`config.mk`:
```
export PLATFORM = sky130hd
export DESIGN_NAME = dzs_zone_switch
export DESIGN_NICKNAME = d
export VERILOG_FILES = /design/src/dzs_pkg.sv /design/src/dzs_zone_switch.sv
export SDC_FILE = /design/constraint.sdc
export NUM_CORES = 1
export LEC_CHECK = 0
export BUFFER_PORTS_ARGS = -buffer_cell sky130_fd_sc_hd__buf_2
export CORE_UTILIZATION = 45
export DETAILED_ROUTE_END_ITERATION = 8
export GPL_ROUTABILITY_DRIVEN = 0
export PLACE_DENSITY = 0.62
export SLEW_MARGIN = 0
export SYNTH_ARGS = -nofsm -noshare
export SYNTH_HDL_FRONTEND = slang
export SYNTH_SLANG_ARGS = --single-unit
export TNS_END_PERCENT = 50
```
`constraint.sdc`:
```
create_clock -name CLOCK -period 7.1 [get_ports CLOCK]
set_clock_uncertainty 0.05 [all_clocks]
set_input_delay 1.065 -clock CLOCK [delete_from_list [all_inputs] [get_ports CLOCK]]
set_output_delay 1.065 -clock CLOCK [all_outputs]
set_load 0.005 [all_outputs]
```
`src/dzs_pkg.sv`:
```
// Constants, register map and types of the distance zone switch teach logic.
// Assumes a 125 MHz system clock and distances in millimetres.
package dzs_pkg;

    // Clock and time base
    localparam int CLK_HZ      = 125_000_000;
    localparam int MS_PER_S    = 1000;
    localparam int MS_TICK_CYC = CLK_HZ / MS_PER_S;

    // Times in their own units, counts in millisecond ticks
    localparam int          HOLD_S         = 1;
    localparam logic [15:0] HOLD_CNT       = 16'(HOLD_S * MS_PER_S);
    localparam int          DELAY_S        = 2;
    localparam logic [15:0] DELAY_MS_RST   = 16'(DELAY_S * MS_PER_S);
    localparam logic [15:0] PULSE_MS_RST   = 16'h00FA;
    localparam int          IDLE_S         = 30;
    localparam logic [15:0] IDLE_MS_RST    = 16'(IDLE_S * MS_PER_S);
    localparam logic [3:0]  DEBOUNCE_MS    = 4'hA;
    localparam logic [15:0] BLINK_MS       = 16'h00FA;

    // Distances in millimetres
    localparam logic [15:0] MIN_DIST_MM    = 16'h01F4;
    localparam logic [15:0] BG_RST         = 16'hFFFF;
    localparam int          BUF_DEPTH_DEF  = 5;

    // Register byte offsets
    localparam logic [7:0] REG_CTRL     = 8'h00;
    localparam logic [7:0] REG_DELAY    = 8'h04;
    localparam logic [7:0] REG_PULSE    = 8'h08;
    localparam logic [7:0] REG_IDLE     = 8'h0C;
    localparam logic [7:0] REG_STATUS   = 8'h10;
    localparam logic [7:0] REG_BG       = 8'h14;
    localparam logic [7:0] REG_LIM1     = 8'h18;
    localparam logic [7:0] REG_LIM2     = 8'h1C;
    localparam logic [7:0] REG_IRQ_STAT = 8'h20;
    localparam logic [7:0] REG_IRQ_MASK = 8'h24;
    localparam logic [7:0] REG_BUF0     = 8'h28;

    // Control fields and interrupt bits
    localparam int         CTRL_MODE3  = 0;
    localparam int         CTRL_REGION = 1;
    localparam logic [1:0] CTRL_RST    = 2'h0;
    localparam int         IRQ_W       = 4;

    // Mode 3 zones of the last sample
    localparam logic [1:0] ZN_NEAR = 2'h0;
    localparam logic [1:0] ZN_WIN  = 2'h1;
    localparam logic [1:0] ZN_FAR  = 2'h2;
    localparam logic [1:0] ZN_BACK = 2'h3;

    typedef enum logic [1:0] {ST_RUN, ST_WAIT_L1, ST_WAIT_L2, ST_DELAY} dzs_state_t;

endpackage

```
`src/dzs_zone_switch.sv`:
```
// Teach-in, zone detection and indicator logic for modes 2 and 3, with an
// Avalon-MM register slave. Assumes distance samples arrive on CLOCK with
// a one-cycle valid strobe, and keys are asynchronous active-low pins.
//
// Decided for this implementation: the address map and the Avalon-MM interface to the registers.
`timescale 1ns/100ps
module dzs_zone_switch
    import dzs_pkg::*;
#(
    parameter int TICK_CYC  = MS_TICK_CYC,
    parameter int BUF_DEPTH = BUF_DEPTH_DEF
) (
    input  wire logic        CLOCK,
    input  wire logic        SRST,
    input  wire logic [15:0] DIST,
    input  wire logic        DIST_VALID,
    input  wire logic        TEACH_KEY_N,
    input  wire logic        SET_KEY_N,
    input  wire logic [7:0]  AVS_ADDRESS,
    input  wire logic        AVS_READ,
    input  wire logic        AVS_WRITE,
    input  wire logic [31:0] AVS_WRITEDATA,
    input  wire logic [3:0]  AVS_BYTEENABLE,
    output logic      [31:0] AVS_READDATA,
    output logic             AVS_WAITREQUEST,
    output logic             IRQ,
    output logic             SWITCH_OUT,
    output logic             LED1_GREEN,
    output logic             LED1_RED,
    output logic             LED2_GREEN,
    output logic             LED2_RED
);
    localparam int DIV_W = $clog2(TICK_CYC);

    logic [DIV_W-1:0]     div_q;
    logic                 tick_q;
    logic                 key_raw [2];
    logic                 key_m_q [2];
    logic                 key_s_q [2];
    logic                 key_db_q [2];
    logic [3:0]           db_cnt_q [2];
    logic                 teach_prev_q, set_prev_q;
    logic                 set_press, teach_edge, teach_long;
    logic [15:0]          hold_q;
    logic [15:0]          last_q;
    dzs_state_t           state_q;
    logic [15:0]          bg_q, lim1_q, lim2_q, step_q;
    logic                 taught_q, tmo_q;
    logic [1:0]           ctrl_q;
    logic [15:0]          delay_lim_q, pulse_lim_q, idle_lim_q;
    logic                 run, samp, mode3, beyond, act3;
    logic                 obj_q, sw_q, det_q, push_q;
    logic [15:0]          rec_q, pulse_q, flash_q, blink_cnt_q;
    logic                 blink_q;
    logic [1:0]           zone_q;
    logic [3:0]           led_d, led_q;
    logic [15:0]          buf_q [BUF_DEPTH];
    logic                 ack_q, irq_q;
    logic [31:0]          rdata_q, rmux;
    logic [IRQ_W-1:0]     stat_q, mask_q, ev;
    logic                 wr_en, rd_clr;

    // True on the tick that completes a count of lim milliseconds
    function automatic logic done16(input logic [15:0] cnt, input logic [15:0] lim);
        return ({1'b0, cnt} + 17'h00001) >= {1'b0, lim};
    endfunction

    // Byte-lane merge for 16-bit registers
    function automatic logic [15:0] be16(input logic [15:0] old, input logic [31:0] wd,
                                         input logic [3:0] be);
        return {be[1] ? wd[15:8] : old[15:8], be[0] ? wd[7:0] : old[7:0]};
    endfunction

    // Millisecond enable; all slow timing counts these ticks
    always_ff @(posedge CLOCK) begin
        if (SRST) begin
            div_q  <= '0;
            tick_q <= 1'b0;
        end else if (div_q == DIV_W'(TICK_CYC - 1)) begin
            div_q  <= '0;
            tick_q <= 1'b1;
        end else begin
            div_q  <= div_q + 1'b1;
            tick_q <= 1'b0;
        end
    end

    assign key_raw[0] = ~TEACH_KEY_N;
    assign key_raw[1] = ~SET_KEY_N;

    // Two-stage sync, then a level must stay stable for the debounce time
    generate
        for (genvar g = 0; g < 2; g++) begin : g_key
            always_ff @(posedge CLOCK) begin
                if (SRST) begin
                    key_m_q[g]  <= 1'b0;
                    key_s_q[g]  <= 1'b0;
                    key_db_q[g] <= 1'b0;
                    db_cnt_q[g] <= '0;
                end else begin
                    key_m_q[g] <= key_raw[g];
                    key_s_q[g] <= key_m_q[g];
                    if (key_s_q[g] == key_db_q[g]) begin
                        db_cnt_q[g] <= '0;
                    end else if (tick_q) begin
                        if (db_cnt_q[g] == DEBOUNCE_MS - 4'h1) begin
                            key_db_q[g] <= key_s_q[g];
                            db_cnt_q[g] <= '0;
                        end else begin
                            db_cnt_q[g] <= db_cnt_q[g] + 4'h1;
                        end
                    end
                end
            end
        end
    endgenerate

    // Key edges and teach hold time; long press fires once per press
    always_ff @(posedge CLOCK) begin
        if (SRST) begin
            teach_prev_q <= 1'b0;
            set_prev_q   <= 1'b0;
            hold_q       <= '0;
        end else begin
            teach_prev_q <= key_db_q[0];
            set_prev_q   <= key_db_q[1];
            if (!key_db_q[0]) begin
                hold_q <= '0;
            end else if (tick_q && hold_q != HOLD_CNT) begin
                hold_q <= hold_q + 16'h0001;
            end
        end
    end

    assign set_press  = key_db_q[1] & ~set_prev_q;
    assign teach_edge = key_db_q[0] & ~teach_prev_q;
    assign teach_long = tick_q & key_db_q[0] & (hold_q == HOLD_CNT - 16'h0001);

    // Latest distance, the value captured by any teach step
    always_ff @(posedge CLOCK) begin
        if (SRST) begin
            last_q <= BG_RST;
        end else if (DIST_VALID) begin
            last_q <= DIST;
        end
    end

    // Setup sequence; mode is sampled only when teaching starts
    always_ff @(posedge CLOCK) begin
        if (SRST) begin
            state_q  <= ST_RUN;
            bg_q     <= BG_RST;
            lim1_q   <= '0;
            lim2_q   <= '0;
            step_q   <= '0;
            taught_q <= 1'b0;
            tmo_q    <= 1'b0;
        end else begin
            taught_q <= 1'b0;
            tmo_q    <= 1'b0;
            case (state_q)
                ST_RUN: begin
                    step_q <= '0;
                    if (teach_long) begin
                        bg_q    <= last_q;
                        state_q <= mode3 ? ST_WAIT_L1 : ST_DELAY;
                    end
                end
                ST_WAIT_L1, ST_WAIT_L2: begin
                    if (set_press && state_q == ST_WAIT_L1) begin
                        lim1_q  <= last_q;
                        state_q <= ST_WAIT_L2;
                        step_q  <= '0;
                    end else if (set_press && last_q > lim1_q) begin
                        lim2_q  <= last_q;
                        state_q <= ST_DELAY;
                        step_q  <= '0;
                    end else if (set_press || teach_edge) begin
                        step_q  <= '0; // A rejected press still counts as activity
                    end else if (tick_q) begin
                        if (done16(step_q, idle_lim_q)) begin
                            state_q <= ST_RUN;
                            tmo_q   <= 1'b1;
                        end else begin
                            step_q <= step_q + 16'h0001;
                        end
                    end
                end
                ST_DELAY: begin
                    if (tick_q) begin
                        if (done16(step_q, delay_lim_q)) begin
                            state_q  <= ST_RUN;
                            taught_q <= 1'b1;
                            step_q   <= '0;
                        end else begin
                            step_q <= step_q + 16'h0001;
                        end
                    end
                end
                default: state_q <= ST_RUN;
            endcase
        end
    end

    // Zone comparison on the incoming sample
    assign run    = (state_q == ST_RUN);
    assign samp   = DIST_VALID & run;
    assign mode3  = ctrl_q[CTRL_MODE3];
    assign beyond = (DIST >= bg_q);
    assign act3   = ctrl_q[CTRL_REGION]
                  ? (((DIST >= MIN_DIST_MM) && (DIST < lim1_q)) || ((DIST > lim2_q) && !beyond))
                  : ((DIST > lim1_q) && (DIST < lim2_q) && !beyond);

    // Detection and switching output; setup forces the output inactive
    always_ff @(posedge CLOCK) begin
        if (SRST) begin
            obj_q   <= 1'b0;
            sw_q    <= 1'b0;
            det_q   <= 1'b0;
            push_q  <= 1'b0;
            rec_q   <= '0;
            pulse_q <= '0;
            zone_q  <= ZN_BACK;
        end else begin
            det_q  <= 1'b0;
            push_q <= 1'b0;
            if (!run) begin
                obj_q   <= 1'b0;
                sw_q    <= 1'b0;
                pulse_q <= '0;
                zone_q  <= ZN_BACK;
            end else if (!mode3) begin
                if (samp && !beyond) begin
                    obj_q <= 1'b1;
                    rec_q <= DIST;
                end else if (samp && obj_q) begin
                    obj_q   <= 1'b0; // Back at background: object has left
                    det_q   <= 1'b1;
                    push_q  <= 1'b1;
                    pulse_q <= pulse_lim_q;
                    sw_q    <= (pulse_lim_q != 16'h0000);
                end else if (tick_q && sw_q) begin
                    // One extra tick, so a part-tick start never cuts the pulse short
                    if (pulse_q == 16'h0000) begin
                        sw_q <= 1'b0;
                    end else begin
                        pulse_q <= pulse_q - 16'h0001;
                    end
                end
            end else if (samp) begin
                sw_q <= act3;
                if (act3) begin
                    rec_q <= DIST;
                end
                det_q  <= act3 & ~sw_q;
                push_q <= ~act3 & sw_q;
                if (beyond) begin
                    zone_q <= ZN_BACK;
                end else if (DIST <= lim1_q) begin
                    zone_q <= ZN_NEAR;
                end else if (DIST < lim2_q) begin
                    zone_q <= ZN_WIN;
                end else begin
                    zone_q <= ZN_FAR;
                end
            end
        end
    end

    // Blink base and the single mode 2 flash
    always_ff @(posedge CLOCK) begin
        if (SRST) begin
            blink_cnt_q <= '0;
            blink_q     <= 1'b0;
            flash_q     <= '0;
        end else begin
            if (tick_q) begin
                if (done16(blink_cnt_q, BLINK_MS)) begin
                    blink_cnt_q <= '0;
                    blink_q     <= ~blink_q;
                end else begin
                    blink_cnt_q <= blink_cnt_q + 16'h0001;
                end
            end
            if (det_q && !mode3) begin
                flash_q <= BLINK_MS;
            end else if (tick_q && flash_q != 16'h0000) begin
                flash_q <= flash_q - 16'h0001;
            end
        end
    end

    // Indicators as {LED1 green, LED1 red, LED2 green, LED2 red}
    always_comb begin
        led_d = 4'h0;
        case (state_q)
            ST_RUN: begin
                if (!mode3) begin
                    led_d = (flash_q != 16'h0000) ? 4'h0 : 4'hA;
                end else begin
                    case (zone_q)
                        ZN_NEAR: led_d = 4'h4;
                        ZN_WIN:  led_d = blink_q ? 4'hA : 4'h0;
                        ZN_FAR:  led_d = 4'h1;
                        default: led_d = 4'hA;
                    endcase
                end
            end
            ST_WAIT_L1: led_d = {blink_q, 3'h0};
            ST_WAIT_L2: led_d = {2'h2, blink_q, 1'b0};
            ST_DELAY:   led_d = 4'h0;
            default:    led_d = 4'h0;
        endcase
    end

    always_ff @(posedge CLOCK) begin
        if (SRST) begin
            led_q <= 4'hA;
        end else begin
            led_q <= led_d;
        end
    end

    assign {LED1_GREEN, LED1_RED, LED2_GREEN, LED2_RED} = led_q;
    assign SWITCH_OUT = sw_q;

    // Rolling buffer; entry 0 is the newest, the last entry drops out
    generate
        for (genvar i = 0; i < BUF_DEPTH; i++) begin : g_buf
            always_ff @(posedge CLOCK) begin
                if (SRST) begin
                    buf_q[i] <= '0;
                end else if (push_q) begin
                    buf_q[i] <= (i == 0) ? rec_q : buf_q[(i == 0) ? 0 : i - 1];
                end
            end
        end
    endgenerate

    // Avalon slave: one wait cycle, read data latched in the first cycle
    assign AVS_WAITREQUEST = (AVS_READ | AVS_WRITE) & ~ack_q;
    assign wr_en           = AVS_WRITE & ack_q;
    assign rd_clr          = AVS_READ & ack_q & (AVS_ADDRESS == REG_IRQ_STAT);
    assign ev              = {push_q, tmo_q, taught_q, det_q};

    always_comb begin
        rmux = 32'h0000_0000;
        case (AVS_ADDRESS)
            REG_CTRL:     rmux = {30'h0, ctrl_q};
            REG_DELAY:    rmux = {16'h0, delay_lim_q};
            REG_PULSE:    rmux = {16'h0, pulse_lim_q};
            REG_IDLE:     rmux = {16'h0, idle_lim_q};
            REG_STATUS:   rmux = {24'h0, state_q, zone_q, blink_q, obj_q, sw_q, run};
            REG_BG:       rmux = {16'h0, bg_q};
            REG_LIM1:     rmux = {16'h0, lim1_q};
            REG_LIM2:     rmux = {16'h0, lim2_q};
            REG_IRQ_STAT: rmux = {28'h0, stat_q};
            REG_IRQ_MASK: rmux = {28'h0, mask_q};
            default: begin
                for (int k = 0; k < BUF_DEPTH; k++) begin
                    if (AVS_ADDRESS == REG_BUF0 + 8'(4 * k)) begin
                        rmux = {16'h0, buf_q[k]};
                    end
                end
            end
        endcase
    end

    always_ff @(posedge CLOCK) begin
        if (SRST) begin
            ack_q   <= 1'b0;
            rdata_q <= '0;
        end else begin
            ack_q <= (AVS_READ | AVS_WRITE) & ~ack_q;
            if (AVS_READ && !ack_q) begin
                rdata_q <= rmux;
            end
        end
    end

    assign AVS_READDATA = rdata_q;

    // Software-written settings
    always_ff @(posedge CLOCK) begin
        if (SRST) begin
            ctrl_q      <= CTRL_RST;
            delay_lim_q <= DELAY_MS_RST;
            pulse_lim_q <= PULSE_MS_RST;
            idle_lim_q  <= IDLE_MS_RST;
            mask_q      <= '0;
        end else if (wr_en) begin
            case (AVS_ADDRESS)
                REG_CTRL:     if (AVS_BYTEENABLE[0]) ctrl_q <= AVS_WRITEDATA[1:0];
                REG_DELAY:    delay_lim_q <= be16(delay_lim_q, AVS_WRITEDATA, AVS_BYTEENABLE);
                REG_PULSE:    pulse_lim_q <= be16(pulse_lim_q, AVS_WRITEDATA, AVS_BYTEENABLE);
                REG_IDLE:     idle_lim_q <= be16(idle_lim_q, AVS_WRITEDATA, AVS_BYTEENABLE);
                REG_IRQ_MASK: if (AVS_BYTEENABLE[0]) mask_q <= AVS_WRITEDATA[IRQ_W-1:0];
                default: ;
            endcase
        end
    end

    // Sticky status; only the bits returned by the read are cleared, set wins
    always_ff @(posedge CLOCK) begin
        if (SRST) begin
            stat_q <= '0;
            irq_q  <= 1'b0;
        end else begin
            stat_q <= (rd_clr ? (stat_q & ~rdata_q[IRQ_W-1:0]) : stat_q) | ev;
            irq_q  <= |(stat_q & mask_q);
        end
    end

    assign IRQ = irq_q;
endmodule // dzs_zone_switch

```
== Word level (Yosys, flattened, before mapping) ==
Memories as Yosys holds them, arrays and structs flattened.
Cells that the tools add are included.

* Bits in registers: 287
* Memory bits (writable): 94
* Input port bits: 67
* Output and inout port bits: 39
* Word-level logic and storage cells: 317
* Memories: 5

* Add/sub/neg operators: 10
* Order comparisons: 11
* Equality and inequality tests: 38
* Mux-type cells: 110
* Bitwise operators: 49
* Reductions and logical operators: 57

{| class="wikitable"
|+ Memory list
! name !! depth !! bits a word !! rd ports !! clocked after Yosys merged registers in !! write ports !! line !! RTL
|-
| buf_q || 5 || 16 || 5 || 0 || 5 || dzs_zone_switch.sv:57 || <nowiki>logic [15:0] buf_q [BUF_DEPTH];</nowiki>
|-
| db_cnt_q || 2 || 4 || 2 || 0 || 2 || dzs_zone_switch.sv:41 || <nowiki>logic [3:0] db_cnt_q [2];</nowiki>
|-
| key_db_q || 2 || 1 || 2 || 0 || 2 || dzs_zone_switch.sv:40 || <nowiki>logic key_db_q [2];</nowiki>
|-
| key_m_q || 2 || 1 || 2 || 0 || 2 || dzs_zone_switch.sv:38 || <nowiki>logic key_m_q [2];</nowiki>
|-
| key_s_q || 2 || 1 || 2 || 0 || 2 || dzs_zone_switch.sv:39 || <nowiki>logic key_s_q [2];</nowiki>
|}

{| class="wikitable"
|+ Operators with widths
! kind !! number
|-
| 16-bit 2-to-1 mux || 21
|-
| 32-bit one-hot mux with 10 select lines || 1
|-
| 32-bit 2-to-1 mux || 4
|-
| 8-bit by 6-bit == test with 1-bit output (second input constant) || 7
|-
| 1-bit 2-to-1 mux || 56
|-
| 16-bit by 1-bit adder with 16-bit output (second input constant) || 3
|-
| 16-bit > comparator || 3
|-
| 16-bit one-hot mux with 3 select lines || 1
|-
| 4-bit 2-to-1 mux || 10
|-
| 16-bit by 1-bit adder with 17-bit output (second input constant) || 2
|-
| 17-bit by 16-bit >= comparator with 1-bit output || 2
|-
| 8-bit by 5-bit == test with 1-bit output (second input constant) || 4
|-
| 16-bit less-than comparator || 2
|-
| 16-bit nonzero test || 2
|-
| 16-bit by 1-bit subtractor with 16-bit output (second input constant) || 2
|-
| 3-bit AND reduction || 10
|-
| 2-bit 2-to-1 mux || 12
|-
| 1-bit bitwise OR || 18
|-
| 17-bit by 1-bit adder with 17-bit output (second input constant) || 1
|-
| 17-bit == test (second input constant) || 1
|-
| 17-bit by 8-bit >= comparator with 1-bit output (second input constant) || 1
|-
| 16-bit by 10-bit == test with 1-bit output (second input constant) || 1
|-
| 8-bit by 4-bit == test with 1-bit output (second input constant) || 2
|-
| 16-bit >= comparator || 1
|-
| 37 further kinds || 108
|}

== Depth between registers and ports, before layout ==
* Word-level depth: 9
* Gate-level depth with buffers: 15
* Depth with buffers taken out: 14

== Least setup slack after synthesis ==
No wires, ideal clock.

* Kind: register to register
* Start: reg step_q[0]
* End: reg step_q[10]
* Setup time: 0.092 ns
* Data arrival time: 3.801 ns
* Data required time: 6.958 ns
* Slack: 3.157 ns
* Cell stages (with the launch flop): 16
* Buffers on the path: 1
* Clock period less this slack: 3.943 ns
* Cell sequence: dfxtp_1 -> nand3_1 -> or4_1 -> nor2_1 -> and2_1 -> nand4_1 -> xnor2_1 -> ha_1 -> nand3_1 -> o221ai_1 -> a221oi_1 -> o2111ai_1 -> a21oi_1 -> clkbuf_1 -> a21oi_1 -> o32ai_1

* Word-level cells in the longest chain between the ends: 7
* Elaborated cells on any way between the ends: 14
* Classes of those cells: add/sub: 2; order compare: 2; eq/ne: 1; mux: 8; reduce/logical: 1

{| class="wikitable"
|+ Ends and longest elaborated chain
! element !! line !! RTL
|-
| start: declaration || dzs_zone_switch.sv:47 || <nowiki>logic [15:0] bg_q, lim1_q, lim2_q, step_q;</nowiki>
|-
| start signal: assignment || dzs_zone_switch.sv:185 || <nowiki>step_q <= step_q + 16'h0001;</nowiki>
|-
| start signal: assignment || dzs_zone_switch.sv:196 || <nowiki>step_q <= step_q + 16'h0001;</nowiki>
|-
| parallel branches: the longest is 7 deep, another holds 16-bit by 1-bit adder with 17-bit output || - ||
|}

Parallel ways; which one is timed is not known. The select of a mux whose other input is x is not followed.
A chain may end at the register's enable or synchronous reset.

== Final worst setup path ==
* Start: reg step_q[0]
* End: reg step_q[0]

Same word-level chain as after synthesis.

==> impl_metrics.json <==
{
  "result_of_the_run": "complete, no violations",
  "inserted_diodes": 0,
  "synth.ff_latch_count": 365,
  "synth.largest_area_cell": "sky130_fd_sc_hd__dfxtp_1",
  "final_cell_area_um2": 20700,
  "cts_inserted_buffers": 42,
  "synth_edf_count": 90,
  "synth_ff_type": "sky130_fd_sc_hd__dfxtp_1",
  "detailroute.via_count": 15600,
  "grtUsageTotal_pct": 26.1,
  "die_x_um": 205,
  "hold_vio_cnt_final": 0,
  "tcrit_tclk_final_pct": 64.1,
  "clock-root-buffer": "sky130_fd_sc_hd__clkbuf_16",
  "area.growth.synth_to_final_pct": 11.5,
  "routed_wire_length_per_instance_um": 20.5,
  "clock-sinks": 365,
  "maxCapViolCount": 0,
  "arrival_ns": 5.00,
  "postRouteWirelength_um": 55000,
  "synth_top_cell_area_share_pct": 29.6,
  "timing.final.max_slew_violations": 0,
  "wire_length_of_the_first_global_routing_pass_um": 84300,
  "timing_worst_setup_path_type": "reg -> reg",
  "dp_slack_ns": 2.60,
  "route.antenna.remaining_nets": 0,
  "drc_errors": 0,
  "filler_cell_count": 3792,
  "synth.cell_area_um2": 18600,
  "hold_path_class": "reg -> reg",
  "layout_top_registers": "buf_q (80), div_q (17)",
  "start_util_pct": 45.6,
  "post-route-min-period_ns": 4.55,
  "critical_path.cell_chain": "nand3_1, or4_1, nor2_1, and2_1, nand4_1, xnor2_1, ha_1, nand3_1, o221ai_1, a221oi_1, o2111ai_1, a21oi_1, buf_4, nand2_1, o31ai_1",
  "number_of_search_and_repair_iterations_in_the_first_detailed_routing_pass": 8,
  "crit_fanout": 17,
  "family_with_the_most_delay_on_the_worst_path": "simple AND/OR/NAND/NOR gates",
  "grt_max_degree": 91,
  "largest-register": "buf_q",
  "power_leakage_uw": 0.00814,
  "rsz0062_at_grt": "false",
  "postSynthCellCount": 2080,
  "layout-drive-gt1-share_pct": 8.76,
  "post_synth_most_frequent_cells": "sky130_fd_sc_hd__nand2_1, sky130_fd_sc_hd__dfxtp_1, sky130_fd_sc_hd__a21oi_1",
  "ys_seq_area_share_pct": 44.1,
  "flip_flop_count_of_the_largest_register_after_layout": 80,
  "cpMaxStageDelayCell": "sky130_fd_sc_hd__or4_1",
  "total_power_per_unit_cell_area_nw_per_um2": 256,
  "grt_util_met2_pct": 40.3,
  "cts_repair_resize_count": 0,
  "worst_setup_path_end_kind": "flip-flop",
  "rows": 74,
  "biggest_area_contributors_in_the_synthesized_netlist": "sky130_fd_sc_hd__dfxtp_1, sky130_fd_sc_hd__edfxtp_1, sky130_fd_sc_hd__ha_1",
  "max_stage_delay_ns": 0.59,
  "core_area_um2": 40800,
  "max-clock-path-buffers": 3,
  "timing.fmax_mhz": 220,
  "ctsHoldBuffers": 0,
  "nNetsFinal": 2291,
  "clk-insertion-delay-late_ns": 0.58,
  "met1_track_usage_gr_pct": 35.7,
  "critical-path-top-cell-by-count": "sky130_fd_sc_hd__nand3_1",
  "start_kind": "flip-flop",
  "globalRoute.totalOverflow": 0,
  "timing.final.setup_violations": 0,
  "regArea_um2": 8210,
  "layout.core_utilization_pct": 50.8,
  "synth_cell_types": 76,
  "floorplan.io_pins": 106,
  "ir_worst_vdd_mv": 0.219,
  "setup_tns_ns": 0,
  "multi_input_area_um2": 9550,
  "avgSynthCellArea_um2": 8.95,
  "global_route.peak_usage_layer": "met2",
  "path_clk_slew_ns": 0.06,
  "clock_tree_from_tritoncts": "done",
  "viasPerCell": 5.83,
  "worstPathRequired_ns": 7.55,
  "async_set_or_reset_flop_fraction_in_the_synthesized_netlist_pct": 0,
  "timing.final.ws_setup_ns": 2.55,
  "synth_warnings": 0,
  "hpwlAfterDp_um": 38900,
  "maxSlewHeadroom_pct": 18.1,
  "number_of_drc_violations_after_detailed_routing_iteration_0": 1432,
  "cts_max_level": 2,
  "final_std_cells_w_o_fill": 2677,
  "chipHeight_um": 205,
  "fp.dieArea_um2": 42200,
  "timing_worst_slew_pin_value_ns": 1.23,
  "post-cts-setup-buffer-count": 0,
  "most_frequent_cell_after_synthesis": "sky130_fd_sc_hd__nand2_1",
  "number_of_cells_in_the_design_after_placement": 2599,
  "place_area_um2": 19400,
  "io_buffers": 71,
  "groute.layer.met3.usage_pct": 4.67,
  "grt_pass1_vias": 14600,
  "crit_buf_inv": 1,
  "grt_antenna_before_repair": 3
}
logic make-up after synthesis:
group                      after synthesis  synth area share, %
muxes                                   63                 3.39
and+or+nand+nor                        795                 21.0
AOI/OAI and AO/OA                      443                 15.7
xor gates and xnor gates                64                 3.01
adders and majority gates              113                 7.60
DFF                                    365                 44.1
buffers and inverters                  236                 5.13
other                                    1               0.0202
metal layers:
layer | vias up | wire length, um | share of wire (%)
met3 | 133 | 4090 | 7.4
li1 | 7466 | - | -
met2 | 601 | 24200 | 44
met4 | 4 | 2420 | 4.4
met1 | 7415 | 24300 | 44
met5 | - | 20 | 0.036
worst paths after layout:
path | startpoint | endpoint | slack [ns] | cells after the start
max | step_q[0] | step_q[0] | 2.55 | 15
min reg2reg | key_m_q[0] | key_s_q[0] | 0.38 | 1
max reg2reg | step_q[0] | step_q[0] | 2.55 | 15
min | key_m_q[0] | key_s_q[0] | 0.38 | 1
layout make-up:
cell class | instances | area share, %
multi-input combinational | 1494 | 46.0
sequential | 365 | 39.6
clock buffer | 67 | 6.00
tap | 532 | 3.21
timing repair buffer | 89 | 2.38
inverter | 119 | 2.16
clock inverter | 11 | 0.664
placed cells by master (no fill, tap or decap), drive strengths merged, types with 66 or more instances in the layout:
master,Yosys,routed
nand2,288,288
dfxtp,275,275
a21oi,163,163
nor2,140,140
inv,119,119
ha,113,113
and2,97,97
edfxtp,90,90
buf,25,89
a22oi,72,72
clkbuf,92,67
nand3,66,66
report_power, final:
| part | internal, uW | switching (uW) | total, uW | leakage (uW) |
|---|---|---|---|---|
| clock network | 1250 | 911 | 2160 | 0.000671 |
| registers | 2220 | 91.4 | 2310 | 0.00317 |
| logic | 302 | 527 | 829 | 0.00430 |
metrics by stage:
| step | power (uW) | hold WS [ns] |
|---|---|---|
| final | 5300 | 0.384 |
| after global routing | 5520 | 0.399 |
| after CTS | 5330 | 0.390 |
| after detailed placement | 3170 | 0.377 |
| after global placement | 3150 | 0.368 |
| after floorplan | 2920 | 0.363 |
Power figures use the tool's default switching activity.
